--- src/lva_pkg.sv ---
// Purpose: Shared constants for the LED engine variable datapath
// Assumes: Three engines, 8-bit variables, one clock
// Notes: Operation codes are local to this block
package lva_pkg;
   localparam int NUM_ENG = 3;
   localparam int VAR_W = 8;
   localparam int SEL_W = 2;
   localparam int ENG_W = 2;
   localparam int OP_W = 3;
   localparam logic [VAR_W-1:0] VAR_RESET = 8'h00;
   // Operation codes on the op port
   localparam logic [OP_W-1:0] OP_NONE = 3'h0;
   localparam logic [OP_W-1:0] OP_LOAD_IMM = 3'h1;
   localparam logic [OP_W-1:0] OP_ADD_IMM = 3'h2;
   localparam logic [OP_W-1:0] OP_ADD_VAR = 3'h3;
   localparam logic [OP_W-1:0] OP_SUB_IMM = 3'h4;
   localparam logic [OP_W-1:0] OP_SUB_VAR = 3'h5;
   // Variable selector codes
   localparam logic [SEL_W-1:0] SEL_A = 2'h0;
   localparam logic [SEL_W-1:0] SEL_B = 2'h1;
   localparam logic [SEL_W-1:0] SEL_C = 2'h2;
   localparam logic [SEL_W-1:0] SEL_EXT = 2'h3;
endpackage : lva_pkg

--- src/lva_local_vars.sv ---
// Purpose: Private A and B variables of one program engine
// Assumes: Write strobe already qualified by engine number
// Notes: One instance per engine
`timescale 1ns/10ps
module lva_local_vars
   import lva_pkg::*;
(
   input wire logic clk,
   input wire logic rstn,
   input wire logic wr_a,
   input wire logic wr_b,
   input wire logic [lva_pkg::VAR_W-1:0] wr_data,
   output logic [lva_pkg::VAR_W-1:0] var_a,
   output logic [lva_pkg::VAR_W-1:0] var_b
);
   logic [VAR_W-1:0] a_ff;
   logic [VAR_W-1:0] b_ff;

   always_ff @(posedge clk or negedge rstn) begin
      if (!rstn) begin
         a_ff <= VAR_RESET;
      end else if (wr_a) begin
         a_ff <= wr_data;
      end
   end

   always_ff @(posedge clk or negedge rstn) begin
      if (!rstn) begin
         b_ff <= VAR_RESET;
      end else if (wr_b) begin
         b_ff <= wr_data;
      end
   end

   assign var_a = a_ff;
   assign var_b = b_ff;
endmodule : lva_local_vars

--- src/lva_operand_mux.sv ---
// Purpose: Selects one source operand from a 2-bit code
// Assumes: External value is supplied by the register file
// Notes: Used twice, for operand one and operand two
`timescale 1ns/10ps
module lva_operand_mux
   import lva_pkg::*;
(
   input wire logic [lva_pkg::SEL_W-1:0] sel,
   input wire logic [lva_pkg::VAR_W-1:0] loc_a,
   input wire logic [lva_pkg::VAR_W-1:0] loc_b,
   input wire logic [lva_pkg::VAR_W-1:0] glob_c,
   input wire logic [lva_pkg::VAR_W-1:0] ext_val,
   output logic [lva_pkg::VAR_W-1:0] operand
);
   always_comb begin
      case (sel)
         SEL_A: operand = loc_a;
         SEL_B: operand = loc_b;
         SEL_C: operand = glob_c;
         default: operand = ext_val;
      endcase
   end
endmodule : lva_operand_mux

--- src/lva_var_alu.sv ---
// Purpose: Variable store and arithmetic for three LED program engines
// Assumes: Sequencer issues at most one operation per cycle
// Notes: Results wrap modulo 256; no carry or borrow flag exists
`timescale 1ns/10ps
// Contract
// - Each engine keeps private variables A and B unseen by others.
// - One global variable C is shared by all three engines.
// - Load-immediate overwrites target A, B or C with constant.
// - Add-immediate adds constant to target and writes it back.
// - Add-variables sums two selected operands into target.
// - Add-variables sum wraps modulo 256.
// - Subtract-immediate deducts constant from target, writes back.
// - Subtract-variables stores operand one minus operand two.
// - Subtract-variables difference wraps modulo 256.
// - Source code 0 A, 1 B, 2 global, 3 external value.
module lva_var_alu
   import lva_pkg::*;
(
   input wire logic clk,
   input wire logic rstn,
   input wire logic op_valid,
   input wire logic [lva_pkg::OP_W-1:0] op_code,
   input wire logic [lva_pkg::ENG_W-1:0] eng_sel,
   input wire logic [lva_pkg::SEL_W-1:0] target_sel,
   input wire logic [lva_pkg::SEL_W-1:0] src1_sel,
   input wire logic [lva_pkg::SEL_W-1:0] src2_sel,
   input wire logic [lva_pkg::VAR_W-1:0] imm_val,
   input wire logic [lva_pkg::VAR_W-1:0] ext_val,
   output logic [lva_pkg::VAR_W-1:0] result_ff,
   output logic result_valid_ff,
   output logic [lva_pkg::VAR_W-1:0] op1_val,
   output logic [lva_pkg::VAR_W-1:0] op2_val,
   output logic [lva_pkg::VAR_W*lva_pkg::NUM_ENG-1:0] var_a_all,
   output logic [lva_pkg::VAR_W*lva_pkg::NUM_ENG-1:0] var_b_all,
   output logic [lva_pkg::VAR_W-1:0] var_c
);
   import lva_pkg::*;

   logic [VAR_W-1:0] c_ff;
   logic [VAR_W-1:0] loc_a [NUM_ENG];
   logic [VAR_W-1:0] loc_b [NUM_ENG];
   logic [VAR_W-1:0] sel_a;
   logic [VAR_W-1:0] sel_b;
   logic [VAR_W-1:0] tgt_val;
   logic [VAR_W-1:0] nxt_result;
   logic do_write;
   logic eng_ok;
   logic [NUM_ENG-1:0] wr_a;
   logic [NUM_ENG-1:0] wr_b;
   logic wr_c;

   genvar g;
   generate
      for (g = 0; g < NUM_ENG; g++) begin : g_eng
         // Private store per engine; no other engine can address it
         lva_local_vars u_loc (
            .clk(clk),
            .rstn(rstn),
            .wr_a(wr_a[g]),
            .wr_b(wr_b[g]),
            .wr_data(nxt_result),
            .var_a(loc_a[g]),
            .var_b(loc_b[g])
         );
         assign var_a_all[g*VAR_W +: VAR_W] = loc_a[g];
         assign var_b_all[g*VAR_W +: VAR_W] = loc_b[g];
      end
   endgenerate

   // Engine number out of range selects engine 0 data and writes only result_ff
   assign eng_ok = (eng_sel < ENG_W'(NUM_ENG));

   always_comb begin
      sel_a = loc_a[0];
      sel_b = loc_b[0];
      if (eng_sel == 2'h1) begin
         sel_a = loc_a[1];
         sel_b = loc_b[1];
      end else if (eng_sel == 2'h2) begin
         sel_a = loc_a[2];
         sel_b = loc_b[2];
      end
   end

   lva_operand_mux u_op1 (
      .sel(src1_sel),
      .loc_a(sel_a),
      .loc_b(sel_b),
      .glob_c(c_ff),
      .ext_val(ext_val),
      .operand(op1_val)
   );

   lva_operand_mux u_op2 (
      .sel(src2_sel),
      .loc_a(sel_a),
      .loc_b(sel_b),
      .glob_c(c_ff),
      .ext_val(ext_val),
      .operand(op2_val)
   );

   // Operation decode, one flag per instruction kind
   logic is_load;
   logic is_add_imm;
   logic is_add_var;
   logic is_sub_imm;
   logic is_sub_var;

   // Codes 0, 6 and 7 raise no flag and so never write
   always_comb begin
      is_load = 1'b0;
      is_add_imm = 1'b0;
      is_add_var = 1'b0;
      is_sub_imm = 1'b0;
      is_sub_var = 1'b0;
      case (op_code)
         OP_LOAD_IMM: begin
            is_load = 1'b1;
         end
         OP_ADD_IMM: begin
            is_add_imm = 1'b1;
         end
         OP_ADD_VAR: begin
            is_add_var = 1'b1;
         end
         OP_SUB_IMM: begin
            is_sub_imm = 1'b1;
         end
         OP_SUB_VAR: begin
            is_sub_var = 1'b1;
         end
         default: begin
            is_load = 1'b0;
         end
      endcase
   end

   assign do_write = is_load | is_add_imm | is_add_var |
                     is_sub_imm | is_sub_var;

   // Target decode; code 3 sets none of the three
   logic tgt_is_a;
   logic tgt_is_b;
   logic tgt_is_c;

   assign tgt_is_a = (target_sel == SEL_A);
   assign tgt_is_b = (target_sel == SEL_B);
   assign tgt_is_c = (target_sel == SEL_C);

   // Engine decode; engine code 3 hits no private store
   logic [NUM_ENG-1:0] eng_hit;

   always_comb begin
      eng_hit = '0;
      if (eng_sel == ENG_W'(0)) begin
         eng_hit[0] = 1'b1;
      end else if (eng_sel == ENG_W'(1)) begin
         eng_hit[1] = 1'b1;
      end else if (eng_sel == ENG_W'(2)) begin
         eng_hit[2] = 1'b1;
      end
   end

   // Current content of the target, for the immediate forms
   always_comb begin
      tgt_val = c_ff;
      if (tgt_is_a) begin
         tgt_val = sel_a;
      end else if (tgt_is_b) begin
         tgt_val = sel_b;
      end
   end

   logic [VAR_W-1:0] imm_sum;
   logic [VAR_W-1:0] imm_diff;
   logic [VAR_W-1:0] var_sum;
   logic [VAR_W-1:0] var_diff;

   // 8-bit results drop the carry on purpose, which gives the wraparound
   assign imm_sum = VAR_W'(tgt_val + imm_val);
   assign imm_diff = VAR_W'(tgt_val - imm_val);
   assign var_sum = VAR_W'(op1_val + op2_val);
   assign var_diff = VAR_W'(op1_val - op2_val);

   // Flags are one-hot, so the order of this chain carries no priority
   always_comb begin
      nxt_result = VAR_RESET;
      if (is_load) begin
         nxt_result = imm_val;
      end else if (is_add_imm) begin
         nxt_result = imm_sum;
      end else if (is_add_var) begin
         nxt_result = var_sum;
      end else if (is_sub_imm) begin
         nxt_result = imm_diff;
      end else if (is_sub_var) begin
         nxt_result = var_diff;
      end
   end

   logic write_ok;

   assign write_ok = op_valid && do_write && eng_ok;

   // Target code 3 is outside the store and blocks every write except result_ff
   always_comb begin
      wr_a = '0;
      wr_b = '0;
      wr_c = 1'b0;
      for (int e = 0; e < NUM_ENG; e++) begin
         wr_a[e] = write_ok && eng_hit[e] && tgt_is_a;
         wr_b[e] = write_ok && eng_hit[e] && tgt_is_b;
      end
      wr_c = write_ok && tgt_is_c;
   end

   // Shared store; any engine writes, all engines read the same copy
   always_ff @(posedge clk or negedge rstn) begin
      if (!rstn) begin
         c_ff <= VAR_RESET;
      end else if (wr_c) begin
         c_ff <= nxt_result;
      end
   end

   always_ff @(posedge clk or negedge rstn) begin
      if (!rstn) begin
         result_ff <= VAR_RESET;
      end else if (op_valid && do_write) begin
         result_ff <= nxt_result;
      end
   end

   always_ff @(posedge clk or negedge rstn) begin
      if (!rstn) begin
         result_valid_ff <= 1'b0;
      end else begin
         result_valid_ff <= op_valid && do_write && eng_ok &&
                            (target_sel != SEL_EXT);
      end
   end

   assign var_c = c_ff;
endmodule : lva_var_alu

--- config.mk ---
export PLATFORM = sky130hd
export DESIGN_NAME = lva_var_alu
export DESIGN_NICKNAME = d
export VERILOG_FILES = /design/src/lva_pkg.sv /design/src/lva_local_vars.sv /design/src/lva_operand_mux.sv /design/src/lva_var_alu.sv
export SDC_FILE = /design/constraint.sdc
export NUM_CORES = 1
export LEC_CHECK = 0
export BUFFER_PORTS_ARGS = -buffer_cell sky130_fd_sc_hd__buf_2
export CORE_ASPECT_RATIO = 0.7
export CORE_MARGIN = 4
export CORE_UTILIZATION = 55
export CTS_CLUSTER_DIAMETER = 200
export CTS_CLUSTER_SIZE = 30
export DETAILED_ROUTE_END_ITERATION = 6
export MAX_ROUTING_LAYER = met4
export PLACE_DENSITY = 0.81
export SYNTH_ARGS = -nofsm -noshare
export SYNTH_HDL_FRONTEND = slang
export SYNTH_SLANG_ARGS = --single-unit
--- constraint.sdc ---
create_clock -name clk -period 4.8 [get_ports clk]
set_clock_uncertainty 0.2 [all_clocks]
set_input_delay 0.48 -clock clk [delete_from_list [all_inputs] [get_ports clk]]
set_output_delay 0.48 -clock clk [all_outputs]
set_load 0.01 [all_outputs]
# ---- Word level (Yosys, flattened, before mapping)
# Index checks and enable logic that the tools add are counted.
dict set report word_totals {
  register_bits 65
  inputBits 30
  output_inout_bits 81
  elab_cells 72
}
dict set report op_classes {
  addsub 4
  order_cmp 1
  n_eq_ne 14
  muxes 23
  bitwise 4
  reduce_logical 17
}
# op n
set op_table {}
lappend op_table {{2-to-1 mux 8 bit} 11}
lappend op_table {{case mux 8 bit (3 select lines)} 2}
lappend op_table {{adder 8 bit} 2}
lappend op_table {{subtractor 8 bit} 2}
lappend op_table {{logical AND 1 bit} 13}
lappend op_table {{2-to-1 mux 1 bit} 9}
lappend op_table {{equality test 2 x 1 -> 1 bit (second input constant)} 4}
lappend op_table {{equality test 2 bit (second input constant)} 4}
lappend op_table {{zero test 2 bit} 4}
lappend op_table {{equality test 3 x 2 -> 1 bit (second input constant)} 2}
lappend op_table {{equality test 3 bit (second input constant)} 2}
lappend op_table {{OR 1 bit} 4}
lappend op_table {{equality test 3 x 1 -> 1 bit (second input constant)} 1}
lappend op_table {{< comparator 2 bit (second input constant)} 1}
lappend op_table {{2-to-1 mux 2 bit} 1}
lappend op_table {{!= test 2 bit (second input constant)} 1}

# ---- Logic depth before layout (Yosys ltp)
dict set report logic_depth {
  word_depth 10
  ltp_mapped 21
  ltp_nobuf 19
}

# ---- Modules after synthesis
# From an unflattened synthesis, not the netlist that was laid out.
dict set report unflattened {
  hier_cells 502
  hier_area_um2 5345.1
}
# module instances cells_per_inst area_each_um2 seq_area_each_um2
set by_module_without_submodules {}
lappend by_module_without_submodules {lva_var_alu 1 380 2962.8 425.4}
lappend by_module_without_submodules {lva_local_vars 3 34 663.1 400.4}
lappend by_module_without_submodules {lva_operand_mux 2 10 196.4 0.0}

# ---- Least setup slack after synthesis
# No wires, ideal clock.
dict set report synth_path {
  kind {input -> register}
  start {in eng_sel[0] (netlist bit)}
  end {reg g_eng[0].u_loc.b_ff[7]}
  setup_time_ns 0.139
  t_arrival_ns 3.596
  required_ns 4.461
  path_slack_ns 0.865
  stages 15
  path_buffers 1
  path_cell_list {buf_6 > mux2_2 > o21ai_0 > inv_1 > mux4_2 > ha_1 > o21ai_0 > o21bai_1 > a21o_1 > maj3_2 > a21oi_2 > xnor2_1 > a21oi_2 > nor3_4 > a21oi_1}
}
dict set report synth_via {
  elab_chain_len 10
  elab_cells_between_ends 25
  classes_between {4 x add/sub; 1 x order compare; 2 x eq/ne; 14 x mux; 4 x reduce/logical}
}
# item line
set synth_lines {}
lappend synth_lines {{start, declared} lva_var_alu.sv:23} ;# input wire logic [lva_pkg::ENG_W-1:0] eng_sel,
lappend synth_lines {{equality test 2 bit} lva_var_alu.sv:79} ;# end else if (eng_sel == 2'h2) begin
lappend synth_lines {{2-to-1 mux 8 bit} lva_var_alu.sv:79}
lappend synth_lines {{2-to-1 mux 8 bit} lva_var_alu.sv:76} ;# if (eng_sel == 2'h1) begin
lappend synth_lines {{case mux 8 bit (3 select lines) (*)} lva_operand_mux.sv:16} ;# case (sel)
lappend synth_lines {{net op1_val (one bit)} lva_var_alu.sv:31} ;# output logic [lva_pkg::VAR_W-1:0] op1_val,
lappend synth_lines {{subtractor 8 bit} lva_var_alu.sv:184} ;# assign var_diff = VAR_W'(op1_val - op2_val);
lappend synth_lines {{2-to-1 mux 8 bit} lva_var_alu.sv:197} ;# end else if (is_sub_var) begin
lappend synth_lines {{2-to-1 mux 8 bit} lva_var_alu.sv:195} ;# end else if (is_sub_imm) begin
lappend synth_lines {{2-to-1 mux 8 bit (*)} lva_var_alu.sv:193} ;# end else if (is_add_var) begin
lappend synth_lines {{2-to-1 mux 8 bit (*)} lva_var_alu.sv:191} ;# end else if (is_add_imm) begin
lappend synth_lines {{2-to-1 mux 8 bit (*)} lva_var_alu.sv:189} ;# if (is_load) begin
lappend synth_lines {{end signal, assigned} lva_local_vars.sv:31} ;# b_ff <= wr_data;
lappend synth_lines {{end, declared} lva_local_vars.sv:17} ;# logic [VAR_W-1:0] b_ff;
# Mark *: on every way through the listed nets, which the timed path passes. The rest lies on a longest branch.
# A chain may end at the register's enable or synchronous reset.

# ---- Worst setup path after layout
dict set report layout_path {
  start {in eng_sel[1] (netlist bit)}
  end {reg g_eng[0].u_loc.b_ff[7]}
}
dict set report layout_via {
  elab_chain_len 10
  elab_cells_between_ends 25
  classes_between {4 x add/sub; 1 x order compare; 2 x eq/ne; 14 x mux; 4 x reduce/logical}
}
# item line
set layout_lines {}
lappend layout_lines {{equality test 2 bit} lva_var_alu.sv:79}
lappend layout_lines {{2-to-1 mux 8 bit} lva_var_alu.sv:79}
lappend layout_lines {{2-to-1 mux 8 bit} lva_var_alu.sv:76}
lappend layout_lines {{case mux 8 bit (3 select lines) or 2-to-1 mux 8 bit (tied branches)} {lva_operand_mux.sv:16, lva_var_alu.sv:170}}
lappend layout_lines {{subtractor 8 bit or 2-to-1 mux 8 bit (tied branches)} {lva_var_alu.sv:184, lva_var_alu.sv:168}}
lappend layout_lines {{2-to-1 mux 8 bit or subtractor 8 bit (tied branches)} {lva_var_alu.sv:197, lva_var_alu.sv:182}}
lappend layout_lines {{2-to-1 mux 8 bit} lva_var_alu.sv:195}
lappend layout_lines {{2-to-1 mux 8 bit} lva_var_alu.sv:193}
lappend layout_lines {{2-to-1 mux 8 bit} lva_var_alu.sv:191}
lappend layout_lines {{2-to-1 mux 8 bit} lva_var_alu.sv:189}
# Parallel ways exist; a longest one is shown, timed or not.

==> impl_metrics.csv <==
group,metric,value,unit
drt,totalWireLength,15600,µm
timing,timing.final.setup_violations,0,
cells_and_area,finalNonFillerCells,812,
drt,drt_iter0_markers,605,
global_routing,grt_use_met3,8.02,%
worst_setup_path,timing.critical_path.required,4780,ps
power,p_sw_share,39.6,%
yosys,postSynthCellCount,587,
timing,timing.final.crit_share,92.6,%
timing,setup_repair_after_global_routing_missed_its_margin,"no",
drt,drt_drc_violations_left,0,
clocking,setup_repair_bufs_after_cts,0,
run_status,status,"finished, final reports clean",
worst_setup_path,rrSetupSlack,560,ps
die,die_area,10500,µm²
die,die_x,121,µm
cells_and_area,number_of_fill_cells_in_the_layout,708,
power,seq_power_share,30.4,%
timing,finalMaxSlewViolations,0,
global_routing,initial_antenna_violation_count,0,
worst_setup_path,cp_slowest_stage_delay,520,ps
min_path,worstHoldPathType,"input port to async pin",
die,fp-row-count,28,
global_routing,grt_busiest_layer,"met1",
power,irDropWorstVdd,361,µV
clocking,htree_num_levels,3,
worst_setup_path,critPathSlowestCell,"sky130_fd_sc_hd__mux4_2",
yosys,synth_edf_count,0,
die,top_level_pins,111,
clocking,worst_skew_pair.late_latency,330,ps
placed_design,gp_routability_congestion,1.02,
cells_and_area,num_antenna_cells,0,
clocking,clk_transition_reported_paths,50,ps
timing,holdWs,129,ps
worst_setup_path,crit_path_dat,4420,ps
cells_and_area,area.sequential,1630,µm²
clocking,cts_repair_resize_count,0,
yosys,yosys.area.top_type,"sky130_fd_sc_hd__dfrtp_1",
drt,detailedRoute.firstPassIterationCount,5,
global_routing,gr-usage-met2,42.7,%
clocking,cts_made_buffers,9,
global_routing,first_global_vias,4543,
yosys,fraction_of_synthesis_flops_using_an_asynchronous_set_or_reset_pin,100,%
cells_and_area,multiInputGateArea,2950,µm²
global_routing,grt-ovfl-total,0,
drt,num_vias,4882,
yosys,yosysUniqueCellTypes,56,
timing,slew_headroom,46.2,%
worst_setup_path,cp-startpoint,"eng_sel[1]",
power,int_pwr,1.63,mW
timing,finalCriticalPeriod,4440,ps
global_routing,met1_usage,46.5,%
global_routing,gr-usage-all-layers,31.1,%
worst_setup_path,rr_worst_depth,14,
job,cap_viol_max_count,0,
yosys,synth-main-ff-cell,"sky130_fd_sc_hd__dfrtp_1",
clocking,cts-hold-fix-buffers,0,
yosys,synthDominantCellAreaShare,33.4,%
power,power.switching,1.07,mW
placed_design,dp_hpwl,12100,µm
timing,setup_total_negative_slack,0,ps
yosys,synth_fp_nets,647,
power,power_leakage,2.92,nW
cells_and_area,layout.nets,747,
die,chipHeight,86.8,µm
clocking,cts_root_buf,"sky130_fd_sc_hd__clkbuf_16",
placed_design,dpl.cell_count,796,
worst_setup_path,worstSetupPathType,"input port to flip-flop",
die,design.core.area,8550,µm²
worst_setup_path,critical_path.reg2reg.startpoint,"g_eng[0].u_loc.var_b[2]$_DFFE_PN0P_",
yosys,yosys_warnings,0,
yosys,yosys_register_bits,65,
yosys,syn_area,4870,µm²
worst_setup_path,timing.critical_path.mode_cell,"sky130_fd_sc_hd__a21oi_2",
global_routing,grt_first_pass_wirelength,24400,µm
power,p_comb_share,43.4,%
clocking,tritoncts_clock_tree,"built",
worst_setup_path,critical_path.startpoint_type,"input port",
yosys,synth_seq_area_share,33.4,%
drt,ant_nets,0,
worst_setup_path,r2r-end,"g_eng[0].u_loc.var_b[7]$_DFFE_PN0P_",
cells_and_area,layout-drive-gt1-share,23.6,%
power,power_per_cell_area,463,nW/µm²
yosys,cell_types_with_the_largest_area_share_after_synthesis,"sky130_fd_sc_hd__dfrtp_1 (33%), sky130_fd_sc_hd__o21ai_0 (7.7%), sky130_fd_sc_hd__ha_1 (6.9%)",
placed_design,place.port_buffers,110,
clocking,cts_sink_count,65,
cells_and_area,final_util,68.0,%
yosys,syn-mean-instance-area,8.30,µm²
timing,report.final.hold_viol_count,0,
global_routing,pin_count_of_the_biggest_net_entering_global_routing,66,
drt,vias_per_cell,6.01,
worst_setup_path,critPathCaptureType,"flip-flop",
clocking,clockBufferDepth,2,
timing,timing_worst_slew_pin_value,803,ps
worst_setup_path,critical_path_peak_fanout,14,
drt,detail_route.wl_per_cell,19.2,µm
die,effective_utilization_at_floorplan,57.0,%
cells_and_area,area_growth_synth_to_finish,19.2,%
worst_setup_path,crit_path_cell_trace,"buf_2 -> nand2b_1 -> o22a_1 -> o21ai_0 -> inv_1 -> mux4_2 -> ha_1 -> a211oi_1 -> o21bai_1 -> a21o_1 -> maj3_2 -> a21oi_2 -> xnor2_1 -> a21oi_2 -> nor3_4 -> a21oi_1",
timing,highest_attainable_clock_frequency,225,MHz
power,power_frac_clock,26.2,%
## final cells by class
type                       count  area share, %
multi-input combinational    452           50.7
inverter                      41           2.65
clock buffer                  11           4.18
timing repair buffer         118           10.5
sequential                    65           28.0
tap                          120           2.58
clock inverter                 5           1.36
## state kept, by name (all words and copies together) (netlist names)
name and cells:
g_eng.u_loc.var_a 24, var_c 8, g_eng.u_loc.var_b 24, result_ff 8
result_valid_ff 1
## cells in the mapped netlist, types with 8 or more instances
cell                       instances
sky130_fd_sc_hd__o22ai_1          10
sky130_fd_sc_hd__ha_1             27
sky130_fd_sc_hd__o21a_1            8
sky130_fd_sc_hd__o21ai_0          75
sky130_fd_sc_hd__nor3_1            8
sky130_fd_sc_hd__a21oi_1          35
sky130_fd_sc_hd__nand2b_1         15
sky130_fd_sc_hd__dfrtp_1          65
sky130_fd_sc_hd__nor2_1           49
sky130_fd_sc_hd__nand2_1          86
sky130_fd_sc_hd__xnor2_1          16
sky130_fd_sc_hd__clkbuf_1         21
sky130_fd_sc_hd__mux2i_1          17
sky130_fd_sc_hd__inv_1            40
## power groups by stage
stage	Combinational (mW)	Clock [mW]	Sequential (mW)
floorplan	0.686	0	0.853
global placement	1.12	0	0.815
detailed placement	1.14	0	0.818
CTS	1.16	0.708	0.812
global route	1.28	0.738	0.835
finish	1.17	0.705	0.819
## critical path: cells and delay by family
| family | cells | cell delay, ps |
|---|---|---|
| AND/OR/NAND/NOR | 2 | 750 |
| multiplexers | 1 | 520 |
| buffers and inverters | 2 | 270 |
| AO/OA/AOI/OAI | 8 | 1690 |
| adder cells (fa/ha/maj) | 2 | 580 |
| XOR/XNOR | 1 | 140 |
## worst max path at each step
stage,endpoint,slack (ps),depth (start not counted)
6_report,g_eng[0].u_loc.var_b[7]$_DFFE_PN0P_,360,16
5_1_grt,g_eng[0].u_loc.var_b[7]$_DFFE_PN0P_,110,15
4_1_cts,g_eng[0].u_loc.var_b[7]$_DFFE_PN0P_,430,15
3_5_place_dp,g_eng[1].u_loc.var_b[7]$_DFFE_PN0P_,120,15
3_3_place_gp,g_eng[0].u_loc.var_b[7]$_DFFE_PN0P_,190,15
2_1_floorplan,g_eng[0].u_loc.var_b[7]$_DFFE_PN0P_,860,15
## logic make-up after synthesis
group	count (synthesis)	synth area share (%)
adders and majority gates	34	9.01
and+or+nand+nor	186	17.2
buffers and inverters	70	6.13
DFF	65	33.4
AOI/OAI and AO/OA	184	23.4
muxes	24	6.49
xor gates and xnor gates	24	4.47
## stage by stage
stage	setup WS, ps	power, mW	cell area [µm²]
2_1_floorplan	865	1.54	4870
3_3_place_gp	194	1.94	5490
3_5_place_dp	119	1.96	5490
4_1_cts	428	2.68	5810
5_1_grt	108	2.85	5810
6_report	356	2.69	5810
## routing by layer
metal	wire length [µm]	part of all wire (%)
met1	7210	46
met3	1750	11
met4	150	0.96
met2	6500	42
met5	0	0
## cell usage in the layout, fill, tap and decap left out, types with 15 or more instances in the layout
| cell | count |
|---|---|
| sky130_fd_sc_hd__inv_1 | 40 |
| sky130_fd_sc_hd__nor2_1 | 49 |
| sky130_fd_sc_hd__dfrtp_1 | 65 |
| sky130_fd_sc_hd__buf_2 | 110 |
| sky130_fd_sc_hd__mux2i_1 | 17 |
| sky130_fd_sc_hd__ha_1 | 27 |
| sky130_fd_sc_hd__o21ai_0 | 75 |
| sky130_fd_sc_hd__nand2b_1 | 15 |
| sky130_fd_sc_hd__nand2_1 | 86 |
| sky130_fd_sc_hd__a21oi_1 | 35 |
| sky130_fd_sc_hd__xnor2_1 | 16 |
Note: power is estimated with default switching activity, not from simulation.
